<file path="src/verilog/pwr_seq_defs.svh">
`ifndef PWR_SEQ_DEFS_SVH
`define PWR_SEQ_DEFS_SVH

// ----------------------------------------------------------------------------
// Timing figures and derived cycle counts
// ----------------------------------------------------------------------------
`define CLOCK_MHZ            250
`define LEVEL_MIN_US         5000
`define PULSE_MIN_US         50
`define PULSE_MAX_US         80
`define RESET_HOLD_US        10
`define CONFIG_GENERIC_MS    3000
`define CONFIG_USB_MS        5000
`define REPLY_TIMEOUT_MS     30000
`define CHECK_TRIES          4
`define SUPPLY_STEP_CYCLES   16
`define LEVEL_MIN_CYCLES     (`LEVEL_MIN_US * `CLOCK_MHZ)
`define PULSE_MIN_CYCLES     (`PULSE_MIN_US * `CLOCK_MHZ)
`define PULSE_MAX_CYCLES     (`PULSE_MAX_US * `CLOCK_MHZ)
`define RESET_HOLD_CYCLES    (`RESET_HOLD_US * `CLOCK_MHZ)
`define CONFIG_GENERIC_CYCLES (`CONFIG_GENERIC_MS * 1000 * `CLOCK_MHZ)
`define CONFIG_USB_CYCLES    (`CONFIG_USB_MS * 1000 * `CLOCK_MHZ)
`define REPLY_TIMEOUT_CYCLES (64'(`REPLY_TIMEOUT_MS) * 1000 * `CLOCK_MHZ)

`endif

</file>
<file path="src/verilog/pwr_seq_pkg.sv">
package pwr_seq_pkg;

    // ------------------------------------------------------------------------
    // Types
    // ------------------------------------------------------------------------
    typedef enum logic {
        variant_level,
        variant_pulse
    } variant_t;

    typedef enum logic [2:0] {
        st_not_powered,
        st_power_off,
        st_supply_enable,
        st_reset_hold,
        st_pin_config,
        st_running
    } seq_state_t;

    typedef enum logic [2:0] {
        h_wait_supply,
        h_request,
        h_wait_config,
        h_check,
        h_wait_reply,
        h_ready
    } host_state_t;

endpackage : pwr_seq_pkg
</file>
<file path="src/verilog/pwr_link_if.sv">
`timescale 1ns/1ps
interface pwr_link_if;
    logic power_on_request_n;
    logic restart_n_o;
    logic restart_n_oe;
    logic backup_supply_out;
    logic interface_supply_out;
    logic [7:0] pins_o;
    logic [7:0] pins_oe;
    logic [7:0] host_pins_o;
    logic [7:0] host_pins_oe;
    logic at_cmd;
    logic at_reply;

    modport device (
        input  power_on_request_n,
        input  restart_n_o,
        input  restart_n_oe,
        output backup_supply_out,
        output interface_supply_out,
        output pins_o,
        output pins_oe,
        input  host_pins_o,
        input  host_pins_oe,
        input  at_cmd,
        output at_reply
    );

    modport host (
        output power_on_request_n,
        output restart_n_o,
        output restart_n_oe,
        input  backup_supply_out,
        input  interface_supply_out,
        input  pins_o,
        input  pins_oe,
        output host_pins_o,
        output host_pins_oe,
        output at_cmd,
        input  at_reply
    );
endinterface : pwr_link_if

</file>
<file path="src/verilog/power_on_sequencer.sv">
`timescale 1ns/1ps
`include "pwr_seq_defs.svh"
// Contract
// - Variant two: low pulse 50-80 us starts
// - Restart held low at supply, release starts
// - Request level ignored during supply ramp
// - Programmed clock alarm starts from power-off
// - Variant two: restart low pulse starts
// - Host keeps request line firmly high
// - Backup supply enabled before interface supply
// - Variant two: restart high after backup
// - Variant one: restart high after interface
// - Generic pins undriven until interface supply
// - Host keeps pins low/undriven before supply
// - Internal reset held after interface supply
// - Reset release drives pins to defaults
// - Configuration lasts 3 s, USB 5 s
// - Host sends no command during configuration
// - Host boot check: 4 tries, 30 s
// - Host watches interface supply for start
// - Switch-off: pins undriven, backup kept
module power_on_sequencer
    import pwr_seq_pkg::*;
#(
    parameter variant_t    VARIANT        = variant_level,
    parameter logic [31:0] LEVEL_MIN      = `LEVEL_MIN_CYCLES,
    parameter logic [31:0] PULSE_MIN      = `PULSE_MIN_CYCLES,
    parameter logic [31:0] PULSE_MAX      = `PULSE_MAX_CYCLES,
    parameter logic [31:0] RESET_HOLD     = `RESET_HOLD_CYCLES,
    parameter logic [31:0] CONFIG_GENERIC = `CONFIG_GENERIC_CYCLES,
    parameter logic [31:0] CONFIG_USB     = `CONFIG_USB_CYCLES,
    parameter logic [7:0]  PIN_DEFAULTS   = 8'h00
) (
    input  wire logic        clock,
    input  wire logic        arst_n,
    input  wire logic        enable,
    input  wire logic        supply_valid,
    input  wire logic        alarm_due,
    input  wire logic        switch_off_command,
    pwr_link_if.device       link,
    output logic             core_reset_n,
    output logic             generic_ready,
    output logic             usb_ready,
    output seq_state_t       state
);

    // ------------------------------------------------------------------------
    // Pin sampling
    // ------------------------------------------------------------------------
    // The restart line idles high through a pull-up that is only live once its
    // supply is up; before that it reads low unless the host drives it high.
    logic pull_live;
    logic restart_level;
    logic restart_prev;
    logic req_prev;
    logic [31:0] low_count;
    logic [31:0] timer;
    logic restart_held;
    logic configured;

    // ------------------------------------------------------------------------
    // Helpers
    // ------------------------------------------------------------------------
    // True on the cycle that completes a count of limit cycles.
    function automatic logic reached(input logic [31:0] count, input logic [31:0] limit);
        return (count + 32'h1) >= limit;
    endfunction : reached

    assign pull_live = (VARIANT == variant_pulse) ? link.backup_supply_out
                                                  : link.interface_supply_out;
    assign restart_level = link.restart_n_oe ? pull_live : link.restart_n_o;

    always_ff @(posedge clock or negedge arst_n) begin
        if (!arst_n) begin
            req_prev     <= 1'b1;
            restart_prev <= 1'b0;
        end else if (enable) begin
            req_prev     <= link.power_on_request_n;
            restart_prev <= restart_level;
        end
    end

    // ------------------------------------------------------------------------
    // Request low-time measurement
    // ------------------------------------------------------------------------
    always_ff @(posedge clock or negedge arst_n) begin
        if (!arst_n) begin
            low_count <= 32'h0;
        end else if (enable) begin
            if (link.power_on_request_n)
                low_count <= 32'h0;
            else if (low_count != 32'hFFFFFFFF)
                low_count <= low_count + 32'h1;
        end
    end

    logic request_event;
    always_comb begin
        if (VARIANT == variant_level)
            request_event = !link.power_on_request_n && reached(low_count, LEVEL_MIN);
        else
            request_event = link.power_on_request_n && !req_prev
                            && (low_count >= PULSE_MIN) && (low_count <= PULSE_MAX);
    end

    logic restart_rise;
    assign restart_rise = restart_level && !restart_prev;

    // ------------------------------------------------------------------------
    // Sequencer
    // ------------------------------------------------------------------------
    always_ff @(posedge clock or negedge arst_n) begin
        if (!arst_n) begin
            state        <= st_not_powered;
            timer        <= 32'h0;
            restart_held <= 1'b0;
        end else if (enable) begin
            if (!supply_valid) begin
                state <= st_not_powered;
                timer <= 32'h0;
            end else begin
                unique case (state)
                    st_not_powered: begin
                        // Request level is not looked at while supply comes up.
                        restart_held <= !restart_level && link.restart_n_oe == 1'b0;
                        if (link.restart_n_oe || restart_level)
                            state <= st_supply_enable;
                        else
                            state <= st_power_off;
                    end
                    st_power_off: begin
                        // The level-variant pull-up is dead here, so a release shows only as the drive going away.
                        if (restart_held && (link.restart_n_oe || restart_rise)) begin
                            restart_held <= 1'b0;
                            state        <= st_supply_enable;
                        end else if (request_event || alarm_due) begin
                            state <= st_supply_enable;
                        end else if (VARIANT == variant_pulse && restart_rise) begin
                            state <= st_supply_enable;
                        end
                        timer <= 32'h0;
                    end
                    st_supply_enable: begin
                        restart_held <= 1'b0;
                        timer <= timer + 32'h1;
                        if (reached(timer, `SUPPLY_STEP_CYCLES)) begin
                            timer <= 32'h0;
                            state <= st_reset_hold;
                        end
                    end
                    st_reset_hold: begin
                        timer <= timer + 32'h1;
                        if (reached(timer, RESET_HOLD)) begin
                            timer <= 32'h0;
                            state <= st_pin_config;
                        end
                    end
                    st_pin_config: begin
                        timer <= timer + 32'h1;
                        if (reached(timer, CONFIG_USB))
                            state <= st_running;
                    end
                    st_running: begin
                        if (switch_off_command)
                            state <= st_power_off;
                    end
                    default: state <= st_not_powered;
                endcase
            end
        end
    end

    // A supply loss must release the pins on the same edge that drops the interface supply.
    assign configured = supply_valid && (state == st_pin_config || state == st_running);

    // ------------------------------------------------------------------------
    // Outputs
    // ------------------------------------------------------------------------
    always_ff @(posedge clock or negedge arst_n) begin
        if (!arst_n) begin
            link.backup_supply_out    <= 1'b0;
            link.interface_supply_out <= 1'b0;
            link.pins_o               <= 8'h00;
            link.pins_oe              <= 8'hFF;
            link.at_reply             <= 1'b0;
            core_reset_n              <= 1'b0;
            generic_ready             <= 1'b0;
            usb_ready                 <= 1'b0;
        end else if (enable) begin
            link.backup_supply_out    <= supply_valid;
            link.interface_supply_out <= supply_valid && state != st_not_powered
                                         && state != st_power_off;
            core_reset_n              <= configured;
            if (configured) begin
                link.pins_o  <= PIN_DEFAULTS;
                link.pins_oe <= 8'h00;
            end else begin
                link.pins_o  <= 8'h00;
                link.pins_oe <= 8'hFF;
            end
            generic_ready <= configured
                             && (state == st_running || timer >= CONFIG_GENERIC);
            usb_ready     <= configured && state == st_running;
            link.at_reply <= state == st_running && link.at_cmd;
        end
    end

endmodule : power_on_sequencer

</file>
<file path="src/flat_wrapper.sv">
// flat-port wrapper written by rule: the top's interface ports become plain ports
module power_on_sequencer_flat import pwr_seq_pkg::*;
#(
    parameter variant_t    VARIANT        = variant_level,
    parameter logic [31:0] LEVEL_MIN      = `LEVEL_MIN_CYCLES,
    parameter logic [31:0] PULSE_MIN      = `PULSE_MIN_CYCLES,
    parameter logic [31:0] PULSE_MAX      = `PULSE_MAX_CYCLES,
    parameter logic [31:0] RESET_HOLD     = `RESET_HOLD_CYCLES,
    parameter logic [31:0] CONFIG_GENERIC = `CONFIG_GENERIC_CYCLES,
    parameter logic [31:0] CONFIG_USB     = `CONFIG_USB_CYCLES,
    parameter logic [7:0]  PIN_DEFAULTS   = 8'h00
)
  (clock, arst_n, enable, supply_valid, alarm_due, switch_off_command, core_reset_n, generic_ready, usb_ready, state, link_power_on_request_n, link_restart_n_o, link_restart_n_oe, link_backup_supply_out, link_interface_supply_out, link_pins_o, link_pins_oe, link_host_pins_o, link_host_pins_oe, link_at_cmd, link_at_reply);
  pwr_link_if link_i ();
  input  wire logic clock;
  input  wire logic arst_n;
  input  wire logic enable;
  input  wire logic supply_valid;
  input  wire logic alarm_due;
  input  wire logic switch_off_command;
  output logic core_reset_n;
  output logic generic_ready;
  output logic usb_ready;
  output seq_state_t state;
  input wire logic [$bits(link_i.power_on_request_n)-1:0] link_power_on_request_n;
  input wire logic [$bits(link_i.restart_n_o)-1:0] link_restart_n_o;
  input wire logic [$bits(link_i.restart_n_oe)-1:0] link_restart_n_oe;
  output wire logic [$bits(link_i.backup_supply_out)-1:0] link_backup_supply_out;
  output wire logic [$bits(link_i.interface_supply_out)-1:0] link_interface_supply_out;
  output wire logic [$bits(link_i.pins_o)-1:0] link_pins_o;
  output wire logic [$bits(link_i.pins_oe)-1:0] link_pins_oe;
  input wire logic [$bits(link_i.host_pins_o)-1:0] link_host_pins_o;
  input wire logic [$bits(link_i.host_pins_oe)-1:0] link_host_pins_oe;
  input wire logic [$bits(link_i.at_cmd)-1:0] link_at_cmd;
  output wire logic [$bits(link_i.at_reply)-1:0] link_at_reply;
  assign link_i.power_on_request_n = link_power_on_request_n;
  assign link_i.restart_n_o = link_restart_n_o;
  assign link_i.restart_n_oe = link_restart_n_oe;
  assign link_backup_supply_out = link_i.backup_supply_out;
  assign link_interface_supply_out = link_i.interface_supply_out;
  assign link_pins_o = link_i.pins_o;
  assign link_pins_oe = link_i.pins_oe;
  assign link_i.host_pins_o = link_host_pins_o;
  assign link_i.host_pins_oe = link_host_pins_oe;
  assign link_i.at_cmd = link_at_cmd;
  assign link_at_reply = link_i.at_reply;
  power_on_sequencer #(.VARIANT(VARIANT), .LEVEL_MIN(LEVEL_MIN), .PULSE_MIN(PULSE_MIN), .PULSE_MAX(PULSE_MAX), .RESET_HOLD(RESET_HOLD), .CONFIG_GENERIC(CONFIG_GENERIC), .CONFIG_USB(CONFIG_USB), .PIN_DEFAULTS(PIN_DEFAULTS)) u_core (.clock(clock), .arst_n(arst_n), .enable(enable), .supply_valid(supply_valid), .alarm_due(alarm_due), .switch_off_command(switch_off_command), .link(link_i), .core_reset_n(core_reset_n), .generic_ready(generic_ready), .usb_ready(usb_ready), .state(state));
endmodule
</file>
<file path="config.mk">
export PLATFORM = sky130hd
export DESIGN_NAME = power_on_sequencer_flat
export DESIGN_NICKNAME = d
export VERILOG_FILES = /design/src/verilog/pwr_seq_pkg.sv /design/src/verilog/pwr_link_if.sv /design/src/verilog/power_on_sequencer.sv /design/src/flat_wrapper.sv
export VERILOG_INCLUDE_DIRS = /design/src /design/src/verilog
export SDC_FILE = /design/constraint.sdc
export NUM_CORES = 1
export LEC_CHECK = 0
export BUFFER_PORTS_ARGS = -buffer_cell sky130_fd_sc_hd__buf_2
export CAP_MARGIN = 20
export CORE_AREA = 8 8 117 119
export DETAILED_ROUTE_END_ITERATION = 7
export DIE_AREA = 0 0 125 127
export HOLD_SLACK_MARGIN = 0.08
export PLACE_DENSITY = 0.75
export SLEW_MARGIN = 15
export SYNTH_ARGS = -nofsm -noshare
export SYNTH_HDL_FRONTEND = slang
export SYNTH_SLANG_ARGS = --single-unit
</file>
<file path="constraint.sdc">
create_clock -name clock -period 4.3 [get_ports clock]
set_input_delay 0.43 -clock clock [delete_from_list [all_inputs] [get_ports clock]]
set_output_delay 0.43 -clock clock [all_outputs]
set_load 0.005 [all_outputs]
</file>
* Word-level counts from Yosys, hierarchy flattened *
Index checks and enable logic that the tools add are counted.

storage, ports and cells
  output and inout bits = 25
  flip-flop bits (word level) = 83

cells by class
  $lt $le $gt $ge = 5
  multiplexer cells = 19
  equality and inequality tests = 14
  bitwise logic cells = 1
  add/sub/neg operators = 2
  reductions and logical operators = 26

operators by type and width
  kind                                                   number
  two-way mux 32 bit                                     5
  one-hot mux 32 bit (4 select lines)                    1
  adder 32 x 1 -> 32 bit, second input constant          2
  >= comparator 32 x 12 -> 1 bit, second input constant  1
  >= comparator 32 x 21 -> 1 bit, second input constant  1
  >= comparator 32 x 30 -> 1 bit, second input constant  1
  >= comparator 32 x 31 -> 1 bit, second input constant  1
  >= comparator 32 x 5 -> 1 bit, second input constant   1
  inequality test 32 bit, second input constant          1
  two-way mux 3 bit                                      7
  one-hot mux 3 bit (6 select lines)                     1
  logical AND 1 bit                                      10
  inequality test 3 x 2 -> 1 bit, second input constant  3
  two-way mux 8 bit                                      1
  == test 3 x 2 -> 1 bit, second input constant          2
  == test 3 bit, second input constant                   2
  AND reduction 6 bit                                    1
  nonzero test 3 bit                                     2
  logical OR 1 bit                                       5
  inequality test 5 x 1 -> 1 bit, second input constant  1
  inequality test 4 x 2 -> 1 bit, second input constant  1
  AND reduction 2 bit                                    2
  AND reduction 4 bit                                    1
  == test 3 x 1 -> 1 bit, second input constant          1
  10 further kinds                                       13

* Longest topological paths before layout *
Gate-level depths: netlist of the first run.

  word-level depth = 8
  gate-level depth with buffers = 15

* Worst setup path after synthesis of the first run *
OpenSTA, ideal clock, no wires.

  path kind = flip-flop to flip-flop
  from = reg u_core.low_count[0]
  to = reg u_core.low_count[18]
  clock period less this slack = 3184 ps
  data arrival time = 3048 ps
  path buffers = 3
  cell stages (with the launch flop) = 11
  setup time = 136 ps
  setup slack = 1116 ps
  required time = 4164 ps
  cells stage by stage = dfrtp_1 ha_1 and2_1 clkbuf_1 nand4_1 or4_1 o31ai_1 nand2b_1 buf_2 buf_1 o21ai_0

between the ends
  longest elaborated chain between the ends = 3

ends and longest elaborated chain
  what                                                                     RTL line                                            RTL
  start, declared                                                          power_on_sequencer.sv:56                            logic [31:0] low_count;
  start signal, assigned                                                   power_on_sequencer.sv:93                            low_count <= low_count + 32'h1;
  adder 32 x 1 -> 32 bit / inequality test 32 bit (equally long branches)  power_on_sequencer.sv:93, power_on_sequencer.sv:92
  two-way mux 32 bit / nonzero test 2 bit (equally long branches)          n/a
  two-way mux 32 bit / AND reduction 2 bit (equally long branches)         n/a

Parallel ways exist; a longest one is shown, timed or not. The select of a mux whose other input is x is not followed.
A chain may end at the register's enable or synchronous reset.

* Worst setup path in the final report of the first run *
  from = reg u_core.timer[0]
  to = reg u_core.timer[18]

between the ends
  longest elaborated chain between the ends = 5

ends and longest elaborated chain
  what                                                                                    RTL line                                              RTL
  start, declared                                                                         power_on_sequencer.sv:57                              logic [31:0] timer;
  start signal, assigned                                                                  power_on_sequencer.sv:145                             timer <= timer + 32'h1;
  start signal, assigned                                                                  power_on_sequencer.sv:152                             timer <= timer + 32'h1;
  start signal, assigned                                                                  power_on_sequencer.sv:159                             timer <= timer + 32'h1;
  adder 32 x 1 -> 32 bit (*)                                                              n/a
  >= comparator 32 x 12 -> 1 bit / >= comparator 32 x 5 -> 1 bit (equally long branches)  power_on_sequencer.sv:66                              return (count + 32'h1) >= limit;
  two-way mux 32 bit, on equally long branches                                            power_on_sequencer.sv:153, power_on_sequencer.sv:146
  one-hot mux 32 bit (4 select lines) (*)                                                 power_on_sequencer.sv:122                             unique case (state)
  two-way mux 32 bit (*)                                                                  power_on_sequencer.sv:118                             if (!supply_valid) begin

Every way passes the cells marked *; elsewhere a longest branch is shown, timed or not.

==> results of run 1 <==
registers in the layout (all words and copies together) (netlist names):
signal                            cells
u_core.timer                         32
u_core.link.pins_oe                   1
u_core.link.backup_supply_out         1
u_core.core_reset_n                   1
u_core.low_count                     32
u_core.state                          3
u_core.generic_ready                  1
u_core.link.interface_supply_out      1
u_core.restart_held                   1
u_core.usb_ready                      1
u_core.restart_prev                   1
u_core.link.at_reply                  1
where the power goes:
part | switching [mW] | total (mW) | internal [mW]
combinational | 0.276 | 0.432 | 0.156
clock | 0.316 | 0.884 | 0.568
sequential | 0.0787 | 0.833 | 0.754
total | 0.670 | 2.15 | 1.48
worst max path at each step:
stage / from / slack [ps] / endpoint
after floorplan: u_core.low_count[0] / 1120 / u_core.low_count[18]
after global placement: u_core.timer[0] / 400 / u_core.timer[27]
after detailed placement: u_core.timer[0] / 300 / u_core.timer[27]
after CTS: u_core.timer[0] / 280 / u_core.timer[27]
after global routing: u_core.timer[0] / 80 / u_core.timer[17]
final: u_core.timer[0] / 280 / u_core.timer[18]
critical path, delay by kind of cell (launching register included):
family          cells  cell delay [ps]
compound gates      7             1740
flops               1              500
simple gates        2              950
fa+ha+maj           1              480
buf+inv             1              240
synthesized netlist by cell type, drive strengths merged (3+ instances only):
cell type  number  area (µm²)
nand3b          4        30.0
a21oi          31         159
and4           10        90.1
or3             9        56.3
xnor2           7        61.3
o31ai          21         158
a211o           3        26.3
o22ai           8        50.1
a41oi           4        35.0
nand2          69         259
nor4           16         113
nor2           49         184
o21bai          4        30.0
a211oi          6        45.0
and2           16         100
nor3           20         116
a31oi          38         238
o21a            3        22.5
inv            19        71.3
nand4          36         231
xor2            5        43.8
clkbuf         44         165
nand4b          3        26.3
a22o            6        52.6
nand3          33         170
a21o           10        75.1
dfrtp          75        1880
nand2b          9        56.3
ha              3        37.5
a2111oi         4        35.0
or4             8        63.8
mux2i           6        60.1
nor2b           5        31.3
buf            34         238
o21ai          68         340
o41ai           4        35.0
and3           19         119
layout by cell type, fill, tap and decap left out, types with 7 or more instances in the layout:
| cell | n |
|---|---|
| nand4_1 | 35 |
| and2_1 | 15 |
| nand2_1 | 69 |
| nor3_1 | 18 |
| dfrtp_1 | 75 |
| nand3_1 | 32 |
| or4_1 | 7 |
| o31ai_1 | 20 |
| xnor2_1 | 7 |
| a31oi_1 | 38 |
| o21ai_0 | 62 |
| buf_4 | 8 |
| and3_1 | 19 |
| a21oi_1 | 30 |
| o22ai_1 | 8 |
| clkbuf_16 | 9 |
| a21o_1 | 10 |
| conb_1 | 8 |
| or3_1 | 9 |
| nor4_1 | 14 |
| and4_1 | 9 |
| inv_1 | 19 |
| buf_2 | 25 |
| nor2_1 | 49 |
| nand2b_1 | 9 |
routing by layer:
| metal | share of wire (%) | track usage, % | wire, µm | up-vias |
|---|---|---|---|---|
| met5 | 0 | 0 | 0 | - |
| met4 | 2.7 | 9.74 | 417 | 0 |
| met3 | 6.0 | 3.49 | 940 | 36 |
| met2 | 48 | 32.0 | 7500 | 241 |
| met1 | 44 | 24.8 | 6830 | 2747 |
| li1 | - | - | - | 2744 |
logic make-up (layout without fill, tap and decap cells):
group	Yosys count	in the layout	share of synthesized area [%]
other cells	1	8	0.0643
flops	76	76	32.6
mux	8	8	1.42
fa+ha+maj	3	3	0.644
xor+xnor	12	12	1.80
buf+inv	97	72	8.13
compound gates	233	233	25.8
simple gates	315	315	29.5
through the flow:
step	setup slack (ps)	power, mW
floorplan	1120	1.16
global placement	395	1.25
detailed placement	299	1.27
CTS	279	2.16
global route	80.7	2.25
finish	276	2.15
layout make-up:
cell class / count / area (µm²)
clock buffers: 10 / 229
clock inverters: 6 / 113
fillers: 1108 / 5540
inverters: 19 / 71.3
multi-input cells: 579 / 3510
flip-flops and latches: 76 / 1900
well taps: 147 / 184
repair buffers: 37 / 263
timing repair:
action	CTS	global route
setup endpoints to repair	0	2
hold buffers	0	1
endpoints found under the hold margin	0	27
gates resized for setup	0	1
==> results.md, run 1 <==
* Nets@finish at 751
* PwrDens at 343 nW/µm²
* Leakage at 2.48 nW
* Crit Path Class: register to register
* First-pass GRT wire length at 26,600 µm
* Tot GR Track Use at 19.7%
* Max Clk Rate at 248 MHz
* RePlAce Congestion at 0.938
* Via-to-Cell Ratio at 6.60
* Finished layout cell area at 6270 µm²
* Clk slew on worst S/H paths at 60 ps
* Share of synthesized registers carrying an async set or reset at 100%
* Final hold viol count at 0
* Ant diodes at 0
* Final Slew Violations at 0
* Input/output buffers at 26
* Slowest CP cell: or4_1
* Syn Inst Count at 745
* Pre-antenna DRT Iters at 7
* H-tree Lvls at 3
* Worst hold endpoint: u_core.link.at_reply
* Max-cap violations at 0
* Unrepaired setup endpoints after global routing: false
* CTS Buf Count at 9
* Overflow after GRT at 0
* Core Rows at 40
* Root buf cell: clkbuf_16
* # IOs at 51
* Req. time, crit path at 4550 ps
* Wire per inst at 18.0 µm
* DR vias at 5,768
* Setup tns final at 0 ps
* P&R area growth vs syn at 7.58%
* Worst rel slew slack at 45.7%
* Layout cells sized above 1 at 9.49%
* Largest net degree at the start of global routing at 77
* Slew @ Worst Pin at 815 ps
* Critical path cell sequence: ha_1, nand3_2, o31ai_1, o311ai_0, a211oi_1, o32ai_1, or4_1, a21oi_4, buf_12, o21ai_1, a31oi_1
* Initial Utilization at 49.4%
* Clk_skew at 10.9 ps
* Seq/Total Area, Yosys at 32.6%
* Vias in the first global route at 5,371
* Die Ht at 127 µm
* DRC at 0
* Reg2reg end: u_core.timer[18]
* Number of synthesized flops with an enable pin at 0
* Antenna-violating nets left at 0
* Dpl cells at 856
* Register bit total from synthesis at 76
* Die width at 125 µm
* HPWL after detailed placement at 10,500 µm
* Status: completed
* R2r worst-path depth at 11
* Worst hold stages at 3
* Clock tree sinks at 76
* Die Area at 15,900 µm²
* Placed Area at 5880 µm²
* WL final at 15,700 µm
* Placeable Area at 11,800 µm²
* Postcts setup bufs at 0
* Hold slack at 348 ps
* Synthesis warning total at 0
* Minimum clock period at 4020 ps
* Core utilization of the finished layout at 53.1%
* Initial antenna violation count at 0
* First DRT Iteration DRCs at 541
* Hold Path Class: primary input to register
* Later-pin clock latency in the skew report at 350 ps
* Finished Layout Cells at 874
* Crit end category: register
* CP startpoint kind: register
* R2r setup slk at 280 ps
* Max clock buf depth at 2
* Unique masters post-synth at 74
* Critical-path maximum fanout at 47
* Synthesized area per cell at 7.82 µm²
* Worst IR Drop VDD at 250 µV
* Reg2Reg Launch Point: u_core.timer[0]
* Main synth FF type: dfrtp_1
* Critical Path AT at 4280 ps
* Syn Std Cell Area at 5830 µm²
* CTS tree: yes
* Final Setup Violations at 0
* CP max stage delay at 670 ps
* Final Cycle Share at 93.6%
* Worst Hold Launch: link_at_cmd
Note: power is estimated with default switching activity, not from simulation.
==> inputs of run 2 (changes only) <==
- ABC_AREA: default -> 1
- CAP_MARGIN: 20 -> 30
- CORE_AREA: 8 8 117 119 -> 8 8 116 118
- DIE_AREA: 0 0 125 127 -> 0 0 124 126
==> results.md, run 2 <==
* Status: completed (unchanged)
* Critical path cell sequence: ha_1, nand3_1, inv_1, nand2_1, nor2_1, nand2_1, o21ai_2, inv_2, nand2_1, buf_4, inv_1, a22o_1 (was ha_1, nand3_2, o31ai_1, o311ai_0, a211oi_1, o32ai_1, or4_1, a21oi_4, buf_12, o21ai_1, a31oi_1)
* Crit Path Class: register to register (unchanged)
* R2r worst-path depth at 12 (was 11)
* First DRT Iteration DRCs at 536 (was 541)
* HPWL after detailed placement at 11,200 µm (was 10,500 µm)
* Most common cell after layout, fill and taps aside: nand2_1 (was dfrtp_1)
* Minimum clock period at 3140 ps (was 4020 ps)
* Syn Std Cell Area at 5670 µm² (was 5830 µm²)
* Layout cells sized above 1 at 9.60% (was 9.49%)
* Slew @ Worst Pin at 938 ps (was 815 ps)
* Leakage at 2.97 nW (was 2.48 nW)
* Largest regs: u_core.low_count: 32 flops, u_core.timer: 32 flops, u_core.state: 3 flops (unchanged)
* CTS tree: yes (unchanged)
* Core Rows at 40 (unchanged)
* CP endpoint: u_core.low_count[1] (was u_core.timer[18])
* Clk slew on worst S/H paths at 60 ps (about the same)
* Overflow after GRT at 0 (unchanged)
* Total power at 1.95 mW (was 2.15 mW)
* Post-synth top area share at 33.1% (was 32.2%)
* Switching pwr at 0.610 mW (was 0.670 mW)
* Initial Utilization at 48.4% (was 49.4%)
* # IOs at 51 (unchanged)
* DRC at 0 (unchanged)
* PostCTS Resize Cnt at 0 (unchanged)
* Register bit total from synthesis at 76 (unchanged)
* Unrepaired setup endpoints after global routing: false (unchanged)
* Main synth FF type: dfrtp_1 (unchanged)
* Critical Path AT at 3380 ps (was 4280 ps)
* Synth top area cells: dfrtp_1 (33%), nand2_1 (20%), nor2_1 (8.3%), inv_1 (7.7%), nand3_1 (7.1%) (was dfrtp_1 (32%), o21ai_0 (5.3%), nand2_1 (4.4%), a31oi_1 (4.1%), nand4_1 (3.8%))
* Max-cap violations at 0 (unchanged)
* Clock tree sinks at 76 (unchanged)
* RePlAce Congestion at 0.922 (was 0.938)
* H-tree Lvls at 3 (unchanged)
* Cts hold-fix bufs at 0 (unchanged)
* WL final at 14,800 µm (was 15,700 µm)
* Sw frac at 31.3% (was 31.2%)
* Worst IR Drop VDD at 348 µV (was 250 µV)
* Reg2reg end: u_core.low_count[1] (was u_core.timer[18])
* Finished Layout Cells at 1,064 (was 874)
* Clock power frac at 40.6% (was 41.2%)
* Dpl cells at 1,048 (was 856)
* Most used cell, CP: nand2_1
* Global-route met2 utilization at 32.3% (was 32.0%)
* Pre-antenna DRT Iters at 5 (was 7)
* Tot GR Track Use at 20.0% (was 19.7%)
* Antenna-violating nets left at 0 (unchanged)
* Placeable Area at 11,700 µm² (was 11,800 µm²)
* Max clock buf depth at 2 (unchanged)
* Via-to-Cell Ratio at 5.36 (was 6.60)
* Largest area contributor in the netlist: dfrtp_1 (unchanged)
* Initial antenna violation count at 0 (unchanged)
* Req. time, crit path at 4540 ps (was 4550 ps)
* Seq/Total Area, Yosys at 33.6% (was 32.6%)
* CP max stage delay at 410 ps (was 670 ps)
* DR vias at 5,703 (was 5,768)
* Crit end category: register (unchanged)
* Syn Inst Count at 892 (was 745)
* Unique masters post-synth at 37 (was 74)
* Combinational group share of total power at 18.8% (was 20.1%)
* Die Area at 15,600 µm² (was 15,900 µm²)
* Hold Path Class: primary input to asynchronous set/reset pin (was primary input to register)
* Most frequent cells after synthesis: nand2_1 (307), nor2_1 (125), inv_1 (117) (was dfrtp_1 (75), nand2_1 (69), o21ai_0 (62))
* Met3 Track Usage GR at 4.69% (was 3.49%)
* Vias in the first global route at 5,376 (was 5,371)
* R2r setup slk at 1160 ps (was 280 ps)
* Met1 Usage GRT at 25.0% (was 24.8%)
* CTS Buf Count at 9 (unchanged)
* Die Ht at 126 µm (was 127 µm)
* Busiest grt layer: met2 (unchanged)
* Nets@finish at 942 (was 751)
* Clk_skew at 5.52 ps (was 10.9 ps)
* Postcts setup bufs at 0 (unchanged)
* P&R area growth vs syn at 9.49% (was 7.58%)
* Later-pin clock latency in the skew report at 350 ps (about the same)
* Die width at 124 µm (was 125 µm)
* P_int at 1.34 mW (was 1.48 mW)
* PwrDens at 314 nW/µm² (was 343 nW/µm²)
* Max Clk Rate at 318 MHz (was 248 MHz)
* Largest net degree at the start of global routing at 44 (was 77)
* Most numerous cell in the Yosys netlist: nand2_1 (was dfrtp_1)
* First-pass GRT wire length at 25,300 µm (was 26,600 µm)
* Synthesized area per cell at 6.36 µm² (was 7.82 µm²)
* Number of synthesized flops with an enable pin at 0 (unchanged)
* Input/output buffers at 26 (unchanged)
* Final hold viol count at 0 (unchanged)
* Synthesis warning total at 0 (unchanged)
* Slowest CP cell: dfrtp_1 (was or4_1)
* Worst rel slew slack at 37.5% (was 45.7%)
* CP startpoint: u_core.low_count[0] (was u_core.timer[0])
* Share of synthesized registers carrying an async set or reset at 100% (unchanged)
* Share of power burned in registers at 40.6% (was 38.8%)
* Setup tns final at 0 ps (unchanged)
* Final Setup Violations at 0 (unchanged)
* Reg2Reg Launch Point: u_core.low_count[0] (was u_core.timer[0])
* Most frequent cells in the layout: nand2_1 (307), nor2_1 (125), inv_1 (117) (was dfrtp_1 (75), nand2_1 (69), o21ai_0 (62))
* Final Cycle Share at 73.0% (was 93.6%)
* CP startpoint kind: register (unchanged)
* Wire per inst at 14.0 µm (was 18.0 µm)
* Ant diodes at 0 (unchanged)
* Final Slew Violations at 0 (unchanged)
* Critical-path maximum fanout at 26 (was 47)
* Root buf cell: clkbuf_16 (unchanged)
## run 2: cell types whose count changed in the layout (fill, tap and decap cells not counted), sizes merged, moves of 27 or more
cell   change
nand2    +249
inv      +102
nor2      +88
nand3     +49
a31oi     -38
o22ai     +28
o21ai     -27
## run 2: final cells by class
class,instances,area [µm²]
fill,1164,5500
clock buffer,11,253
multi-input combinational,676,3170
tap,147,184
clock inverter,5,58.8
inverter,120,450
sequential,76,1900
timing repair buffer,29,188
## run 2: worst min-delay path by stage
stage / start / end / slack (ps)
after global placement: u_core.link.backup_supply_out / u_core.link.backup_supply_out / 460
after global routing: arst_n / u_core.timer[14] / 130
after floorplan: arst_n / u_core.core_reset_n / 130
after CTS: arst_n / u_core.timer[13] / 100
after detailed placement: u_core.link.backup_supply_out / u_core.link.backup_supply_out / 460
final: arst_n / u_core.timer[14] / 80
## run 2: logic make-up (layout without fill, tap and decap cells)
group | after synthesis | after routing | synth area share (%)
simple gates | 559 | 559 | 42.0
buf+inv | 147 | 165 | 11.0
compound gates | 93 | 93 | 10.7
flops | 76 | 76 | 33.6
xor+xnor | 12 | 12 | 1.85
fa+ha+maj | 4 | 4 | 0.882
other cells | 1 | 8 | 0.0661
## run 2: through the flow
| stage | setup WS [ps] | hold slack (ps) | utilization, % | instance area [µm²] |
|---|---|---|---|---|
| 2_1_floorplan | 2130 | 134 | - | 5700 |
| 3_3_place_gp | 1250 | 455 | 50.0 | 5850 |
| 3_5_place_dp | 1190 | 463 | 50.4 | 5900 |
| 4_1_cts | 1180 | 96.7 | 53.0 | 6210 |
| 5_1_grt | 921 | 126 | 53.0 | 6210 |
| 6_report | 1160 | 82.3 | 53.0 | 6210 |
## run 2: critical path: cells and delay by family, from the launching register on
family | cells | cell delay (ps)
AOI/OAI and AO/OA | 2 | 610
and+or+nand+nor | 5 | 870
DFF | 1 | 410
buffers and inverters | 4 | 920
adders and majority gates | 1 | 210
## run 2: power by group through the flow
stage	Combinational, mW	Sequential, mW	Clock (mW)
2_1_floorplan	0.265	0.788	0
3_3_place_gp	0.344	0.801	0
3_5_place_dp	0.365	0.803	0
4_1_cts	0.367	0.790	0.811
5_1_grt	0.411	0.797	0.841
6_report	0.367	0.791	0.792
## run 2: metal layers
metal | wire length (µm) | part of all wire [%]
met5 | 0 | 0
met4 | 465 | 3.1
met3 | 838 | 5.6
met2 | 6930 | 47
met1 | 6610 | 45
==> inputs of run 3 (changes only) <==
- PLACE_DENSITY: 0.75 -> 0.77
- clock period: 4.3 -> 2.8 ns (I/O delays scaled with it)
==> results.md, run 3 (same netlist as run 2, synthesis figures left out) <==
* Status: completed (unchanged)
* P&R area growth vs syn at 12.3% (was 9.49%)
* Met1 Usage GRT at 27.6% (was 25.0%)
* Total power at 3.12 mW (was 1.95 mW)
* Vias in the first global route at 5,345 (was 5,376)
* Setup tns final at 0 ps (unchanged)
* Crit end category: register (unchanged)
* Leakage at 3.04 nW (was 2.97 nW)
* H-tree Lvls at 3 (unchanged)
* Reg2Reg Launch Point: u_core.timer[0] (was u_core.low_count[0])
* Die Ht at 126 µm (unchanged)
* Later-pin clock latency in the skew report at 340 ps (was 350 ps)
* Max Clk Rate at 391 MHz (was 318 MHz)
* Place WS at 207 ps (was 1190 ps)
* Worst rel slew slack at 64.8% (was 37.5%)
* Most frequent cells in the layout: nand2_1 (306), nor2_1 (118), inv_1 (117) (was nand2_1 (307), nor2_1 (125), inv_1 (117))
* RePlAce Congestion at 0.918 (was 0.922)
* Tot GR Track Use at 20.0% (about the same)
* Die Area at 15,600 µm² (unchanged)
* Critical-path maximum fanout at 17 (was 26)
* Clk slew on worst S/H paths at 60 ps (about the same)
* CP startpoint kind: register (unchanged)
* Setup ws final at 243 ps (was 1160 ps)
* Initial Utilization at 48.4% (unchanged)
* DRC at 0 (unchanged)
* Busiest grt layer: met2 (unchanged)
* R2r worst-path depth at 15 (was 12)
* CP startpoint: u_core.timer[0] (was u_core.low_count[0])
* Largest net degree at the start of global routing at 40 (was 44)
* Hold Path Class: primary input to register (was primary input to asynchronous set/reset pin)
* Root buf cell: clkbuf_16 (unchanged)
* Max-cap violations at 0 (unchanged)
* Clk_skew at 5.98 ps (was 5.52 ps)
* CTS Buf Count at 9 (unchanged)
* Worst IR Drop VDD at 415 µV (was 348 µV)
* Antenna-violating nets left at 0 (unchanged)
* Global-route met2 utilization at 30.9% (was 32.3%)
* Slowest CP cell: dfrtp_1 (unchanged)
* CTS tree: yes (unchanged)
* First-pass GRT wire length at 25,300 µm (about the same)
* Ant diodes at 0 (unchanged)
* Hold slack at 171 ps (was 82.3 ps)
* Die width at 124 µm (unchanged)
* Clock tree sinks at 76 (unchanged)
* Unrepaired setup endpoints after global routing: false (unchanged)
* CP max stage delay at 430 ps (was 410 ps)
* Minimum clock period at 2560 ps (was 3140 ps)
* PwrDens at 490 nW/µm² (was 314 nW/µm²)
* HPWL after detailed placement at 11,100 µm (was 11,200 µm)
* Final Cycle Share at 91.3% (was 73.0%)
* Reg2reg end: u_core.timer[4] (was u_core.low_count[1])
* Placeable Area at 11,700 µm² (unchanged)
* Final hold viol count at 0 (unchanged)
* Finished Layout Cells at 1,077 (was 1,064)
* Initial antenna violation count at 0 (unchanged)
* Worst hold stages at 3
* Worst Hold Launch: link_at_cmd
* Final Slew Violations at 0 (unchanged)
* Largest regs: u_core.low_count: 32 flops, u_core.timer: 32 flops, u_core.state: 3 flops (unchanged)
* Req. time, crit path at 3060 ps (was 4540 ps)
* Met3 Track Usage GR at 3.57% (was 4.69%)
* WL final at 14,900 µm (was 14,800 µm)
* Max clock buf depth at 2 (unchanged)
* Nets@finish at 955 (was 942)
* Pre-antenna DRT Iters at 6 (was 5)
* Layout cells sized above 1 at 12.2% (was 9.60%)
* Wire per inst at 13.8 µm (was 14.0 µm)
* R2r setup slk at 240 ps (was 1160 ps)
* Critical path cell sequence: ha_4, nand2_2, nor2_4, nand2_2, nor2_4, nand3_1, nand2_1, nand2_1, nor2_1, nand3_1, nor2_2, nand4_2, nand2_4, nand2_4, o21ai_1 (was ha_1, nand3_1, inv_1, nand2_1, nor2_1, nand2_1, o21ai_2, inv_2, nand2_1, buf_4, inv_1, a22o_1)
* Most common cell after layout, fill and taps aside: nand2_1 (unchanged)
* DR vias at 5,719 (was 5,703)
* Core Rows at 40 (unchanged)
* # IOs at 51 (unchanged)
* Crit Path Class: register to register (unchanged)
* Dpl cells at 1,056 (was 1,048)
* Via-to-Cell Ratio at 5.31 (was 5.36)
* Input/output buffers at 26 (unchanged)
* Slew @ Worst Pin at 528 ps (was 938 ps)
* Final Setup Violations at 0 (unchanged)
* Overflow after GRT at 0 (unchanged)
* First DRT Iteration DRCs at 605 (was 536)
* Critical Path AT at 2820 ps (was 3380 ps)
* Worst hold endpoint: u_core.link.at_reply
## run 3: cell count changes in the layout (fill, tap and decap cells not counted), moves of 2 or more
cell | previous run | this run
buf_4 | 2 | 15
nor2_4 | 6 | 8
nor2_2 | 6 | 11
nand3_1 | 80 | 77
clkbuf_8 | 2 | 0
nor2_1 | 125 | 118
nand3_2 | 2 | 5
inv_6 | 1 | 3
## run 3: timing repair
item                                    CTS  global route
endpoints found under the hold margin    38             0
endpoints found under the setup margin    0            32
hold buffers                              1             0
setup buffers                             0             4
resized for setup                         0            17
## run 3: worst max-delay path, delay by kind of cell (launching register included)
family / cells / cell delay [ps]
AO/OA/AOI/OAI: 1 / 190
AND/OR/NAND/NOR: 13 / 1670
adder cells (fa/ha/maj): 1 / 180
flip-flops: 1 / 430
## run 3: power breakdown
part           internal, mW  switching, mW
clock                 0.797          0.512
sequential             1.15         0.0694
combinational         0.200          0.397
total                  2.14          0.978
## run 3: worst max path at each step
stage                       end  slack [ps]  depth (start not counted)
3_3_place_gp    u_core.state[2]         250                         20
5_1_grt         u_core.state[2]           3                         22
6_report        u_core.timer[4]         240                         15
2_1_floorplan  u_core.timer[10]         630                         16
4_1_cts         u_core.timer[4]         160                         15
3_5_place_dp    u_core.timer[4]         210                         15
## run 3: layout make-up
type	instances	area (µm²)
well taps	147	184
inverters	120	450
flip-flops and latches	76	1900
multi-input cells	676	3230
repair buffers	42	268
clock buffers	9	225
fillers	1163	5340
clock inverters	7	105
## run 3: stage by stage
stage / util (%) / cell area [µm²]
3_5_place_dp: 50.7 / 5940
4_1_cts: 53.6 / 6280
3_3_place_gp: 50.5 / 5920
6_report: 54.4 / 6370
5_1_grt: 54.4 / 6370
2_1_floorplan: - / 5700
## run 3: metal layers
metal  vias up  share of wire [%]
met5         -                  0
met4         0                1.5
met3        18                6.5
met2       181                 45
met1      2637                 47
li1       2883                  -
